<file path="config.mk">
export PLATFORM = sky130hd
export DESIGN_NAME = dci_core
export DESIGN_NICKNAME = d
export VERILOG_FILES = /design/src/dci_core.v
export VERILOG_INCLUDE_DIRS = /design/src
export SDC_FILE = /design/constraint.sdc
export NUM_CORES = 1
export LEC_CHECK = 0
export BUFFER_PORTS_ARGS = -buffer_cell sky130_fd_sc_hd__buf_2
export CELL_PAD_IN_SITES_DETAIL_PLACEMENT = 1
export CELL_PAD_IN_SITES_GLOBAL_PLACEMENT = 2
export CORE_ASPECT_RATIO = 1.4
export CORE_UTILIZATION = 35
export CTS_CLUSTER_DIAMETER = 30
export DETAILED_ROUTE_END_ITERATION = 7
export PLACE_DENSITY_LB_ADDON = 0.1
export SLEW_MARGIN = 20
export SYNTH_ARGS = -nofsm -noshare
export SYNTH_HDL_FRONTEND = slang
export SYNTH_SLANG_ARGS = --single-unit
</file>
<file path="constraint.sdc">
create_clock -name ref_clk -period 3.4 [get_ports ref_clk]
set_clock_uncertainty 0.15 [all_clocks]
set_input_delay 0.68 -clock ref_clk [delete_from_list [all_inputs] [get_ports ref_clk]]
set_output_delay 0.68 -clock ref_clk [all_outputs]
set_load 0.05 [all_outputs]
</file>
<file path="src/dci_defs.vh">
`ifndef DCI_DEFS_VH
`define DCI_DEFS_VH
// ----------------------------------------
// Register byte offsets
// ----------------------------------------
`define DCI_OFF_CTRL      12'h000
`define DCI_OFF_CMD       12'h004
`define DCI_OFF_STATUS    12'h008
`define DCI_OFF_ACC       12'h00c
`define DCI_OFF_VBASE     12'h010
`define DCI_OFF_PC        12'h014
`define DCI_OFF_TABLE     12'h018
`define DCI_OFF_FETCH     12'h01c
// ----------------------------------------
// Command bits
// ----------------------------------------
`define DCI_CMD_EI        0
`define DCI_CMD_DI        1
`define DCI_CMD_HALT      2
`define DCI_CMD_LD_VBASE  3
`define DCI_CMD_RET       4
`define DCI_CMD_RETURN_FROM_INTERRUPT_OP      5
// ----------------------------------------
// Reset values and constants
// ----------------------------------------
`define DCI_MODE_RST      2'h0
`define DCI_VBASE_RST     8'h00
`define DCI_PC_RST        16'h0000
`define DCI_SP_RST        16'hfffe
`define DCI_ADDR_MODE1    16'h0038
`define DCI_ADDR_NMI      16'h0066
`define DCI_OP_PREFIX     8'hed
`define DCI_OP_RETI2      8'h4d
`define DCI_OP_NOP        8'h00
`define DCI_T_STATES      3'h4
`define DCI_ACK_WAITS     3'h2
`define DCI_TMAX          3'h7
`endif

</file>
<file path="src/dci_core.v">
// Design decisions made here: the APB interface to the registers and the register offsets.
`timescale 1ns/1ps
`default_nettype none
`include "dci_defs.vh"

module dci_core (
  // Clock and reset
  input  wire        ref_clk,
  input  wire        srst,
  // APB slave
  input  wire        psel,
  input  wire        penable,
  input  wire        pwrite,
  input  wire [11:0] paddr,
  input  wire [31:0] pwdata,
  output reg  [31:0] prdata,
  output reg         pready,
  output reg         pslverr,
  // Request pins
  input  wire        maskable_request_n,
  input  wire        nonmaskable_request_n,
  input  wire        bus_request_n,
  // Bus cycle outputs and read data input
  output reg         opcode_fetch_cycle_n,
  output reg         memory_request_n,
  output reg         io_request_n,
  output reg         read_strobe_n,
  output reg  [15:0] address,
  output reg  [7:0]  data_out,
  output reg         data_out_en_n,
  input  wire [7:0]  data_in,
  // Status
  output reg         halted,
  output reg         int_enable,
  output reg  [1:0]  int_mode
);

  // ----------------------------------------
  // States
  // ----------------------------------------
  localparam [3:0] ST_IDLE  = 4'h0;
  localparam [3:0] ST_HALT  = 4'h1;
  localparam [3:0] ST_ACK   = 4'h2;
  localparam [3:0] ST_M0RD  = 4'h3;
  localparam [3:0] ST_PUSHH = 4'h4;
  localparam [3:0] ST_PUSHL = 4'h5;
  localparam [3:0] ST_TBL0  = 4'h6;
  localparam [3:0] ST_TBL1  = 4'h7;
  localparam [3:0] ST_RETI0 = 4'h8;
  localparam [3:0] ST_RETI1 = 4'h9;
  localparam [3:0] ST_NMI   = 4'ha;

  reg [3:0]  state;
  reg [2:0]  tcnt;
  reg [7:0]  acc;
  reg [7:0]  vector_base_reg;
  reg [15:0] pc;
  reg [15:0] sp;
  reg [15:0] table_ptr;
  reg [7:0]  fetched;
  reg [7:0]  extra_bytes;
  reg        iff_save;
  reg        nmi_seen;
  reg        ret_req;
  reg        return_from_interrupt_op_req;
  reg        use_table;
  reg [2:0]  int_sync;
  reg [2:0]  nmi_sync;
  reg [2:0]  brq_sync;
  reg        int_q;
  reg        nmi_q;
  reg        brq_q;
  reg        nmi_prev;

  wire apb_wr = psel & penable & pwrite;
  wire cmd_wr = apb_wr & (paddr == `DCI_OFF_CMD);
  wire nmi_edge = nmi_q & ~nmi_prev;
  wire last_t = (tcnt == `DCI_T_STATES - 3'h1);

  // ----------------------------------------
  // Three-stage pin samplers
  // ----------------------------------------
  always @(posedge ref_clk) begin
    if (srst) begin
      int_sync <= 3'h0;
      nmi_sync <= 3'h0;
      brq_sync <= 3'h0;
      int_q    <= 1'b0;
      nmi_q    <= 1'b0;
      brq_q    <= 1'b0;
      nmi_prev <= 1'b0;
    end else begin
      int_sync <= {int_sync[1:0], ~maskable_request_n};
      nmi_sync <= {nmi_sync[1:0], ~nonmaskable_request_n};
      brq_sync <= {brq_sync[1:0], ~bus_request_n};
      if (int_sync[1] == int_sync[2]) int_q <= int_sync[2];
      if (nmi_sync[1] == nmi_sync[2]) nmi_q <= nmi_sync[2];
      if (brq_sync[1] == brq_sync[2]) brq_q <= brq_sync[2];
      nmi_prev <= nmi_q;
    end
  end

  // ----------------------------------------
  // APB read mux
  // ----------------------------------------
  always @(posedge ref_clk) begin
    if (srst) begin
      prdata  <= 32'h0;
      pready  <= 1'b0;
      pslverr <= 1'b0;
    end else begin
      pready  <= psel & ~penable;
      pslverr <= 1'b0;
      if (psel & ~penable) begin
        prdata <= 32'h0;
        if (paddr == `DCI_OFF_CTRL)
          prdata <= {30'h0, int_mode};
        else if (paddr == `DCI_OFF_CMD)
          prdata <= 32'h0;
        else if (paddr == `DCI_OFF_STATUS)
          prdata <= {24'h0, state, halted, iff_save, int_enable, nmi_seen};
        else if (paddr == `DCI_OFF_ACC)
          prdata <= {24'h0, acc};
        else if (paddr == `DCI_OFF_VBASE)
          prdata <= {24'h0, vector_base_reg};
        else if (paddr == `DCI_OFF_PC)
          prdata <= {16'h0, pc};
        else if (paddr == `DCI_OFF_TABLE)
          prdata <= {16'h0, table_ptr};
        else if (paddr == `DCI_OFF_FETCH)
          prdata <= {16'h0, extra_bytes, fetched};
        else
          pslverr <= 1'b1;
      end
    end
  end

  // ----------------------------------------
  // Bus cycle generator
  // ----------------------------------------
  always @(posedge ref_clk) begin
    if (srst) begin
      state                <= ST_IDLE;
      tcnt                 <= 3'h0;
      int_mode             <= `DCI_MODE_RST;
      int_enable           <= 1'b0;
      iff_save             <= 1'b0;
      vector_base_reg      <= `DCI_VBASE_RST;
      acc                  <= 8'h00;
      pc                   <= `DCI_PC_RST;
      sp                   <= `DCI_SP_RST;
      table_ptr            <= 16'h0000;
      fetched              <= 8'h00;
      extra_bytes          <= 8'h00;
      nmi_seen             <= 1'b0;
      ret_req              <= 1'b0;
      return_from_interrupt_op_req             <= 1'b0;
      use_table            <= 1'b0;
      halted               <= 1'b0;
      opcode_fetch_cycle_n <= 1'b1;
      memory_request_n     <= 1'b1;
      io_request_n         <= 1'b1;
      read_strobe_n        <= 1'b1;
      address              <= 16'h0000;
      data_out             <= 8'h00;
      data_out_en_n        <= 1'b1;
    end else begin
      if (nmi_edge) nmi_seen <= 1'b1;
      // Register writes
      if (apb_wr && psel && paddr == `DCI_OFF_CTRL) int_mode <= pwdata[1:0];
      if (apb_wr && paddr == `DCI_OFF_ACC) acc <= pwdata[7:0];
      if (apb_wr && paddr == `DCI_OFF_PC) pc <= pwdata[15:0];
      if (apb_wr && paddr == `DCI_OFF_FETCH) extra_bytes <= pwdata[15:8];
      if (apb_wr && paddr == `DCI_OFF_CMD) begin
        if (pwdata[`DCI_CMD_EI]) int_enable <= 1'b1;
        if (pwdata[`DCI_CMD_DI]) int_enable <= 1'b0;
        if (pwdata[`DCI_CMD_LD_VBASE]) vector_base_reg <= acc;
        if (pwdata[`DCI_CMD_HALT]) halted <= 1'b1;
        if (pwdata[`DCI_CMD_RET]) ret_req <= 1'b1;
        if (pwdata[`DCI_CMD_RETURN_FROM_INTERRUPT_OP]) return_from_interrupt_op_req <= 1'b1;
      end
      tcnt <= (tcnt == `DCI_TMAX) ? 3'h0 : tcnt + 3'h1;
      case (state)
        ST_IDLE, ST_HALT: begin
          opcode_fetch_cycle_n <= ~halted | last_t;
          memory_request_n     <= ~halted | last_t;
          read_strobe_n        <= ~halted | last_t;
          io_request_n         <= 1'b1;
          data_out_en_n        <= 1'b1;
          address              <= pc;
          if (tcnt >= `DCI_T_STATES - 3'h1) begin
            tcnt <= 3'h0;
            // Sample at fourth state
            if (brq_q) begin
              state <= ST_IDLE;
            end else if (nmi_seen) begin
              nmi_seen   <= nmi_edge;
              use_table  <= 1'b0;
              halted     <= 1'b0;
              iff_save   <= int_enable;
              int_enable <= 1'b0;
              table_ptr  <= `DCI_ADDR_NMI;
              state      <= ST_PUSHH;
            end else if (int_q && int_enable) begin
              halted     <= 1'b0;
              int_enable <= 1'b0;
              opcode_fetch_cycle_n <= 1'b0;
              state      <= ST_ACK;
            end else if (return_from_interrupt_op_req) begin
              return_from_interrupt_op_req <= cmd_wr & pwdata[`DCI_CMD_RETURN_FROM_INTERRUPT_OP];
              state    <= ST_RETI0;
            end else if (ret_req) begin
              // Pop the return address through the table reader
              ret_req   <= cmd_wr & pwdata[`DCI_CMD_RET];
              table_ptr <= sp;
              sp        <= sp + 16'h0002;
              state     <= ST_TBL0;
            end
          end
        end
        ST_ACK: begin
          // Fetch with io request, read held off, two waits
          opcode_fetch_cycle_n <= 1'b0;
          memory_request_n     <= 1'b1;
          read_strobe_n        <= 1'b1;
          io_request_n         <= (tcnt < 3'h2);
          if (tcnt == `DCI_T_STATES + `DCI_ACK_WAITS - 3'h1) begin
            fetched              <= data_in;
            tcnt                 <= 3'h0;
            opcode_fetch_cycle_n <= 1'b1;
            io_request_n         <= 1'b1;
            if (int_mode == 2'h0) begin
              state <= (extra_bytes != 8'h00) ? ST_M0RD : ST_PUSHH;
              table_ptr <= {10'h0, data_in[5:3], 3'h0};
              use_table <= 1'b0;
            end else if (int_mode == 2'h1) begin
              table_ptr <= `DCI_ADDR_MODE1;
              use_table <= 1'b0;
              state     <= ST_PUSHH;
            end else begin
              table_ptr <= {vector_base_reg, data_in};
              use_table <= 1'b1;
              state     <= ST_PUSHH;
            end
          end
        end
        ST_M0RD: begin
          // Extra bytes from interrupt hardware, counter held
          memory_request_n <= 1'b0;
          read_strobe_n    <= 1'b0;
          address          <= pc;
          if (last_t) begin
            tcnt        <= 3'h0;
            fetched     <= data_in;
            extra_bytes <= extra_bytes - 8'h01;
            if (extra_bytes == 8'h01) state <= ST_IDLE;
          end
        end
        ST_PUSHH, ST_PUSHL: begin
          memory_request_n <= 1'b0;
          read_strobe_n    <= 1'b1;
          data_out_en_n    <= 1'b0;
          address          <= sp - 16'h0001;
          data_out         <= (state == ST_PUSHH) ? pc[15:8] : pc[7:0];
          if (last_t) begin
            tcnt <= 3'h0;
            sp   <= sp - 16'h0001;
            data_out_en_n <= 1'b1;
            if (state == ST_PUSHH) state <= ST_PUSHL;
            else if (use_table) state <= ST_TBL0;
            else begin
              pc    <= table_ptr;
              state <= ST_IDLE;
            end
          end
        end
        ST_TBL0, ST_TBL1: begin
          memory_request_n <= 1'b0;
          read_strobe_n    <= 1'b0;
          address <= (state == ST_TBL0) ? table_ptr : table_ptr + 16'h0001;
          if (last_t) begin
            tcnt <= 3'h0;
            if (state == ST_TBL0) begin
              pc[7:0] <= data_in;
              state   <= ST_TBL1;
            end else begin
              pc[15:8] <= data_in;
              state    <= ST_IDLE;
            end
          end
        end
        ST_RETI0, ST_RETI1: begin
          // Two-byte return opcode fetched onto the bus
          opcode_fetch_cycle_n <= 1'b0;
          memory_request_n     <= 1'b0;
          read_strobe_n        <= 1'b0;
          data_out_en_n        <= 1'b0;
          data_out <= (state == ST_RETI0) ? `DCI_OP_PREFIX : `DCI_OP_RETI2;
          if (last_t) begin
            tcnt <= 3'h0;
            opcode_fetch_cycle_n <= 1'b1;
            data_out_en_n <= 1'b1;
            if (state == ST_RETI0) state <= ST_RETI1;
            else begin
              // Pop the interrupted counter after the opcode pair
              table_ptr <= sp;
              sp        <= sp + 16'h0002;
              state     <= ST_TBL0;
            end
          end
        end
        default: state <= ST_IDLE;
      endcase
    end
  end

endmodule // dci_core
`default_nettype wire

</file>
# --- Yosys cells after proc, flatten, opt, wreduce, memory -nomap -nowiden ---
# Index checks and enable logic that the tools add are counted.
word_totals:
  reg_bits: 172
  input_bits: 60
  word_cells: 266
op_classes:
  addsub: 5
  magnitude_cmp: 2
  n_eq_ne: 42
  muxes: 130
  bitwise: 16
  n_reduce_logical: 37
ops:
  columns: ["op", "count"]
  rows:
  - ["2-to-1 mux 16 bit", 34]
  - ["one-hot mux 16 bit (3 select lines)", 3]
  - ["2-to-1 mux 8 bit", 9]
  - ["2-to-1 mux 4 bit", 13]
  - ["2-to-1 mux 1 bit", 51]
  - ["equality test 12 x 5 -> 1 bit, second input constant", 4]
  - ["one-hot mux 16 bit (2 select lines)", 1]
  - ["one-hot mux 8 bit (2 select lines)", 2]
  - ["!= test 2 bit, second input constant", 14]
  - ["2-to-1 mux 3 bit", 9]
  - ["equality test 12 x 4 -> 1 bit, second input constant", 2]
  - ["one-hot mux 4 bit (6 select lines)", 1]
  - ["adder 16 x 1 -> 16 bit, second input constant", 1]
  - ["adder 16 x 2 -> 16 bit, second input constant", 1]
  - ["equality test 4 x 3 -> 1 bit, second input constant", 4]
  - ["subtractor 16 x 1 -> 16 bit, second input constant", 1]
  - ["nonzero test 3 bit", 5]
  - ["equality test 12 x 3 -> 1 bit, second input constant", 1]
  - ["zero test 12 bit", 1]
  - ["AND reduction 10 bit", 1]
  - ["!= test 3 bit, second input constant", 3]
  - ["one-hot mux 1 bit (3 select lines)", 3]
  - ["one-hot mux 3 bit (3 select lines)", 1]
  - ["AND reduction 9 bit", 1]
  - ["33 further kinds", 66]

# --- Logic depth before layout (Yosys ltp) ---
depth:
  ltp_word: 11
  depth_mapped: 10
  mapped_depth_nobuf: 7

# --- Worst setup path after synthesis ---
# OpenSTA, ideal clock, no wires.
synth_timing:
  path_kind: "register -> register"
  startpoint: "register tcnt[0]"
  endpoint: "register sp[12]"
  setup_ns: 0.122
  arrival_time_ns: 2.122
  setup_slack_ns: 1.006
  stages_incl_launch_ff: 10
  path_buffers: 3
  period_less_slack_ns: 2.394
  path_cell_list: "dfxtp_1 > ha_1 > ha_1 > a211o_1 > and4_1 > buf_2 > or2_1 > buf_2 > buf_6 > a221o_1"
synth_via:
  elab_chain_cells: 3
synth_lines:
  columns: ["element", "line_no", "source"]
  rows:
  - ["start, declared", "dci_core.v:54", "reg [2:0] tcnt;"]
  - ["start signal, assigned", "dci_core.v:182", "tcnt <= (tcnt == `DCI_TMAX) ? 3'h0 : tcnt + 3'h1;"]
  - ["greater-or-equal comparator 3 x 2 -> 1 bit or equality test 3 x 2 -> 1 bit (tied branches)", "dci_core.v:191, dci_core.v:78", null]
  - ["!= test 2 bit (no line)", null, null]
  - ["AND reduction 10 bit (no line) *", null, null]
  - ["end signal, assigned", "dci_core.v:216", "sp <= sp + 16'h0002;"]
  - ["end signal, assigned", "dci_core.v:267", "sp <= sp - 16'h0001;"]
  - ["end signal, assigned", "dci_core.v:307", "sp <= sp + 16'h0002;"]
  - ["end, declared", "dci_core.v:58", "reg [15:0] sp;"]
# Mark *: on every way between the ends. The rest lies on a longest branch, timed or not.
# A chain may end at the register's enable or synchronous reset.

# --- Final worst setup path ---
layout_timing:
  startpoint: "register state[1]"
  endpoint: "register address[15]"
layout_via:
  elab_chain_cells: 3
layout_lines:
  columns: ["element", "line_no", "source"]
  rows:
  - ["start, declared", "dci_core.v:53", "reg [3:0] state;"]
  - ["start signal, assigned", "dci_core.v:233", "state <= (extra_bytes != 8'h00) ? ST_M0RD : ST_PUSHH;"]
  - ["equality test 4 x 2 -> 1 bit (tied with other cells)", "dci_core.v:183", "case (state)"]
  - ["OR reduction 3 bit (no line) (tied with other cells)", null, null]
  - ["one-hot mux 16 bit (3 select lines) or nonzero test 3 bit (tied branches)", null, null]
  - ["end signal, assigned", "dci_core.v:190", "address <= pc;"]
  - ["end signal, assigned", "dci_core.v:251", "address <= pc;"]
  - ["end signal, assigned", "dci_core.v:263", "address <= sp - 16'h0001;"]
  - ["end, declared", "dci_core.v:28", "output reg [15:0] address,"]
# Parallel ways exist; a longest one is shown, timed or not.

==> results.json <==
{
  "antennaDiodeCount": 0,
  "run_status": "completed",
  "netlist.area_leader.share_pct": 34.5,
  "dieWidth_um": 138,
  "slew_headroom_pct": 27.6,
  "cellLeakagePower_nw": 3.82,
  "final_antenna_net_count": 0,
  "critical_path_class": "flip-flop to flip-flop",
  "worst-endpoint-arrival_ns": 3.02,
  "route.detailed.vias_per_inst": 5.85,
  "insertion_delay_ns": 0.44,
  "fillers": 3056,
  "synthArstFlopShare_pct": 0,
  "final.setup.tns_ns": 0,
  "syn-mean-instance-area_um2": 8.41,
  "worst-endpoint-required_ns": 3.56,
  "holdWs_ns": 0.234,
  "gp_routability_congestion": 0.821,
  "clockRootBuffer": "sky130_fd_sc_hd__clkbuf_16",
  "p_sw_share_pct": 28.3,
  "maxSlewViolCount": 0,
  "synthFlopType": "sky130_fd_sc_hd__dfxtp_1",
  "globalRouteTotalUtil_pct": 27.0,
  "floorplan.die_area_um2": 26500,
  "tritoncts": "built",
  "timing.critical_path.slowest_stage_cell": "sky130_fd_sc_hd__nor4bb_1",
  "power.net_switching_w": 0.00116,
  "worst_pin_slew_ns": 1.07,
  "synthesis.area_um2": 9050,
  "synthTopCellsByCount": "156 x sky130_fd_sc_hd__dfxtp_1, 97 x sky130_fd_sc_hd__nor2_1, 86 x sky130_fd_sc_hd__a21oi_1",
  "synth-seq-cells": 156,
  "netlist_top_cells_area": "sky130_fd_sc_hd__dfxtp_1 34%, sky130_fd_sc_hd__mux2i_1 7.0%, sky130_fd_sc_hd__a21oi_1 4.8%",
  "finalWorstSetupSlack_ns": 0.535,
  "timing.hold.worst.start": "maskable_request_n",
  "fp.dieH_um": 192,
  "clock_power_share_pct": 44.9,
  "first_pass_iters": 5,
  "vias": 8634,
  "max_cap_violations": 0,
  "post_place_setup_slack_ns": 0.554,
  "antenna_violations_before_repair": 0,
  "port_buffers": 94,
  "most_frequent_cell_after_synthesis": "sky130_fd_sc_hd__dfxtp_1",
  "ir_drop_v": 0.000305,
  "ys_warn_count": 0,
  "seq_area_frac_synth_pct": 34.5,
  "powerDensity_nw_per_um2": 394,
  "drive_gt1_share_pct": 18.4,
  "setup_viol": 0,
  "multiInputGateArea_um2": 5350,
  "final_period_minus_worst_setup_slack_ns": 2.87,
  "cts.hold.buffers_added": 0,
  "initial_utilization_pct": 35.7,
  "ioPinCount": 127,
  "cts.htree.levels": 4,
  "remaining_drc_errors": 0,
  "critical_path.max_stage_delay_ns": 0.94,
  "flow.area_growth_from_synthesis_pct": 14.6,
  "clock_sinks": 156,
  "core_area_um2": 25400,
  "min-delay-path-class": "input pin to flip-flop",
  "power.sequential.fraction_pct": 46.0,
  "ys_types": 89,
  "num_rows": 69,
  "grt_pass1_vias": 8760,
  "power_report.internal_total_w": 0.00293,
  "startpoint": "state[1]",
  "timing.critical_path.to_type": "flip-flop",
  "avgRoutedWirePerCell_um": 23.5,
  "rsz_0062_raised_after_global_routing": "false",
  "worstReg2RegStart": "state[1]",
  "ctsLongestPathBuffers": 2,
  "finish.net_count": 1216,
  "finalWirelength_mm": 34.6,
  "hold_violations": 0,
  "synth_edf_count": 0,
  "crit_chain": "buf_12, nor4bb_1, nor4_2, and4_1, o21ai_0, a41oi_1",
  "worstPathMaxFanout": 32,
  "clk_transition_reported_paths_ns": 0.07,
  "dp.final_hpwl_mm": 26.3,
  "global_route_wire_length_before_repair_mm": 53.0,
  "grt_overflow": 0,
  "synthDominantAreaCellType": "sky130_fd_sc_hd__dfxtp_1",
  "highest_achievable_clock_rate_mhz": 349,
  "drt_first_iter_violations": 443,
  "setup.worst_path.start_class": "flip-flop",
  "cts_inserted_buffers": 17,
  "post-cts-setup-buffer-count": 0,
  "synth_cells": 1076,
  "combinational_fraction_of_design_power_pct": 9.1,
  "cts_repair_resize_count": 0,
  "crit_family": "simple AND/OR/NAND/NOR gates",
  "final.period_utilization_pct": 84.3,
  "final-seq-area_um2": 3120,
  "cp_num_buf_inv": 1,
  "grt_start_max_net_pins": 33
}
routing by layer:
layer | GRT usage, % | up-vias | part of all wire, %
met2 | 46.0 | 209 | 49
met1 | 34.0 | 4278 | 44
met3 | 3.44 | 49 | 3.4
met4 | 11.3 | 0 | 3.5
li1 | - | 4098 | -
met5 | 0 | - | 0
final timing paths:
kind,end,depth (start not counted),slack [ns]
min,int_sync[0],2,0.23
max,address[15],6,0.53
min reg2reg,brq_sync[1],1,0.29
max reg2reg,address[15],6,0.53
stage by stage:
stage	area (µm²)	instances	util (%)	total power [W]
after floorplan	9110	1091	-	0.00217
after CTS	10400	1476	40.9	0.00414
after global placement	9820	1444	38.7	0.00229
final	10400	1476	40.9	0.00408
after detailed placement	9820	1444	38.7	0.00229
after global routing	10400	1476	40.9	0.00425
final cells by class:
type / count / share of cell area (%)
flip-flops and latches: 156 / 30.1
multi-input cells: 805 / 51.6
clock buffers: 18 / 4.23
inverters: 24 / 0.869
repair buffers: 140 / 8.25
clock inverters: 14 / 1.09
well taps: 319 / 3.85
cells in the final DEF, fill, tap and decap left out, drive strengths merged, types with 18 or more instances in the layout:
master	n
nor3	34
a22oi	41
o21ai	59
mux2i	63
nor2b	23
buf	140
dfxtp	156
clkbuf	18
inv	28
nand3	31
o22ai	28
a21oi	87
nand2	56
nor2	97
worst reg2reg max path, cell delays in order (launching register included):
cell and delay [ns]:
sky130_fd_sc_hd__dfxtp_1 0.58, sky130_fd_sc_hd__buf_12 0.26, sky130_fd_sc_hd__nor4bb_1 0.95, sky130_fd_sc_hd__nor4_2 0.22, sky130_fd_sc_hd__and4_1 0.27, sky130_fd_sc_hd__o21ai_0 0.18
sky130_fd_sc_hd__a41oi_1 0.14
power by group through the flow:
stage / registers [W] / clock network (W) / logic [W]
final: 0.00188 / 0.00183 / 0.000372
after detailed placement: 0.00192 / 0 / 0.000374
after global routing: 0.00188 / 0.00196 / 0.000410
after CTS: 0.00188 / 0.00189 / 0.000375
after global placement: 0.00192 / 0 / 0.000369
after floorplan: 0.00193 / 0 / 0.000239
logic make-up after synthesis:
logic type / count (synthesis) / synth area share (%)
buffers and inverters: 130 / 7.12
other: 1 / 0.0414
adder cells (fa/ha/maj): 12 / 1.66
AND/OR/NAND/NOR: 342 / 20.7
multiplexers: 75 / 8.71
AO/OA/AOI/OAI: 334 / 24.8
flip-flops: 156 / 34.5
XOR/XNOR: 26 / 2.52
No activity file was read; power rests on OpenSTA's default activity.
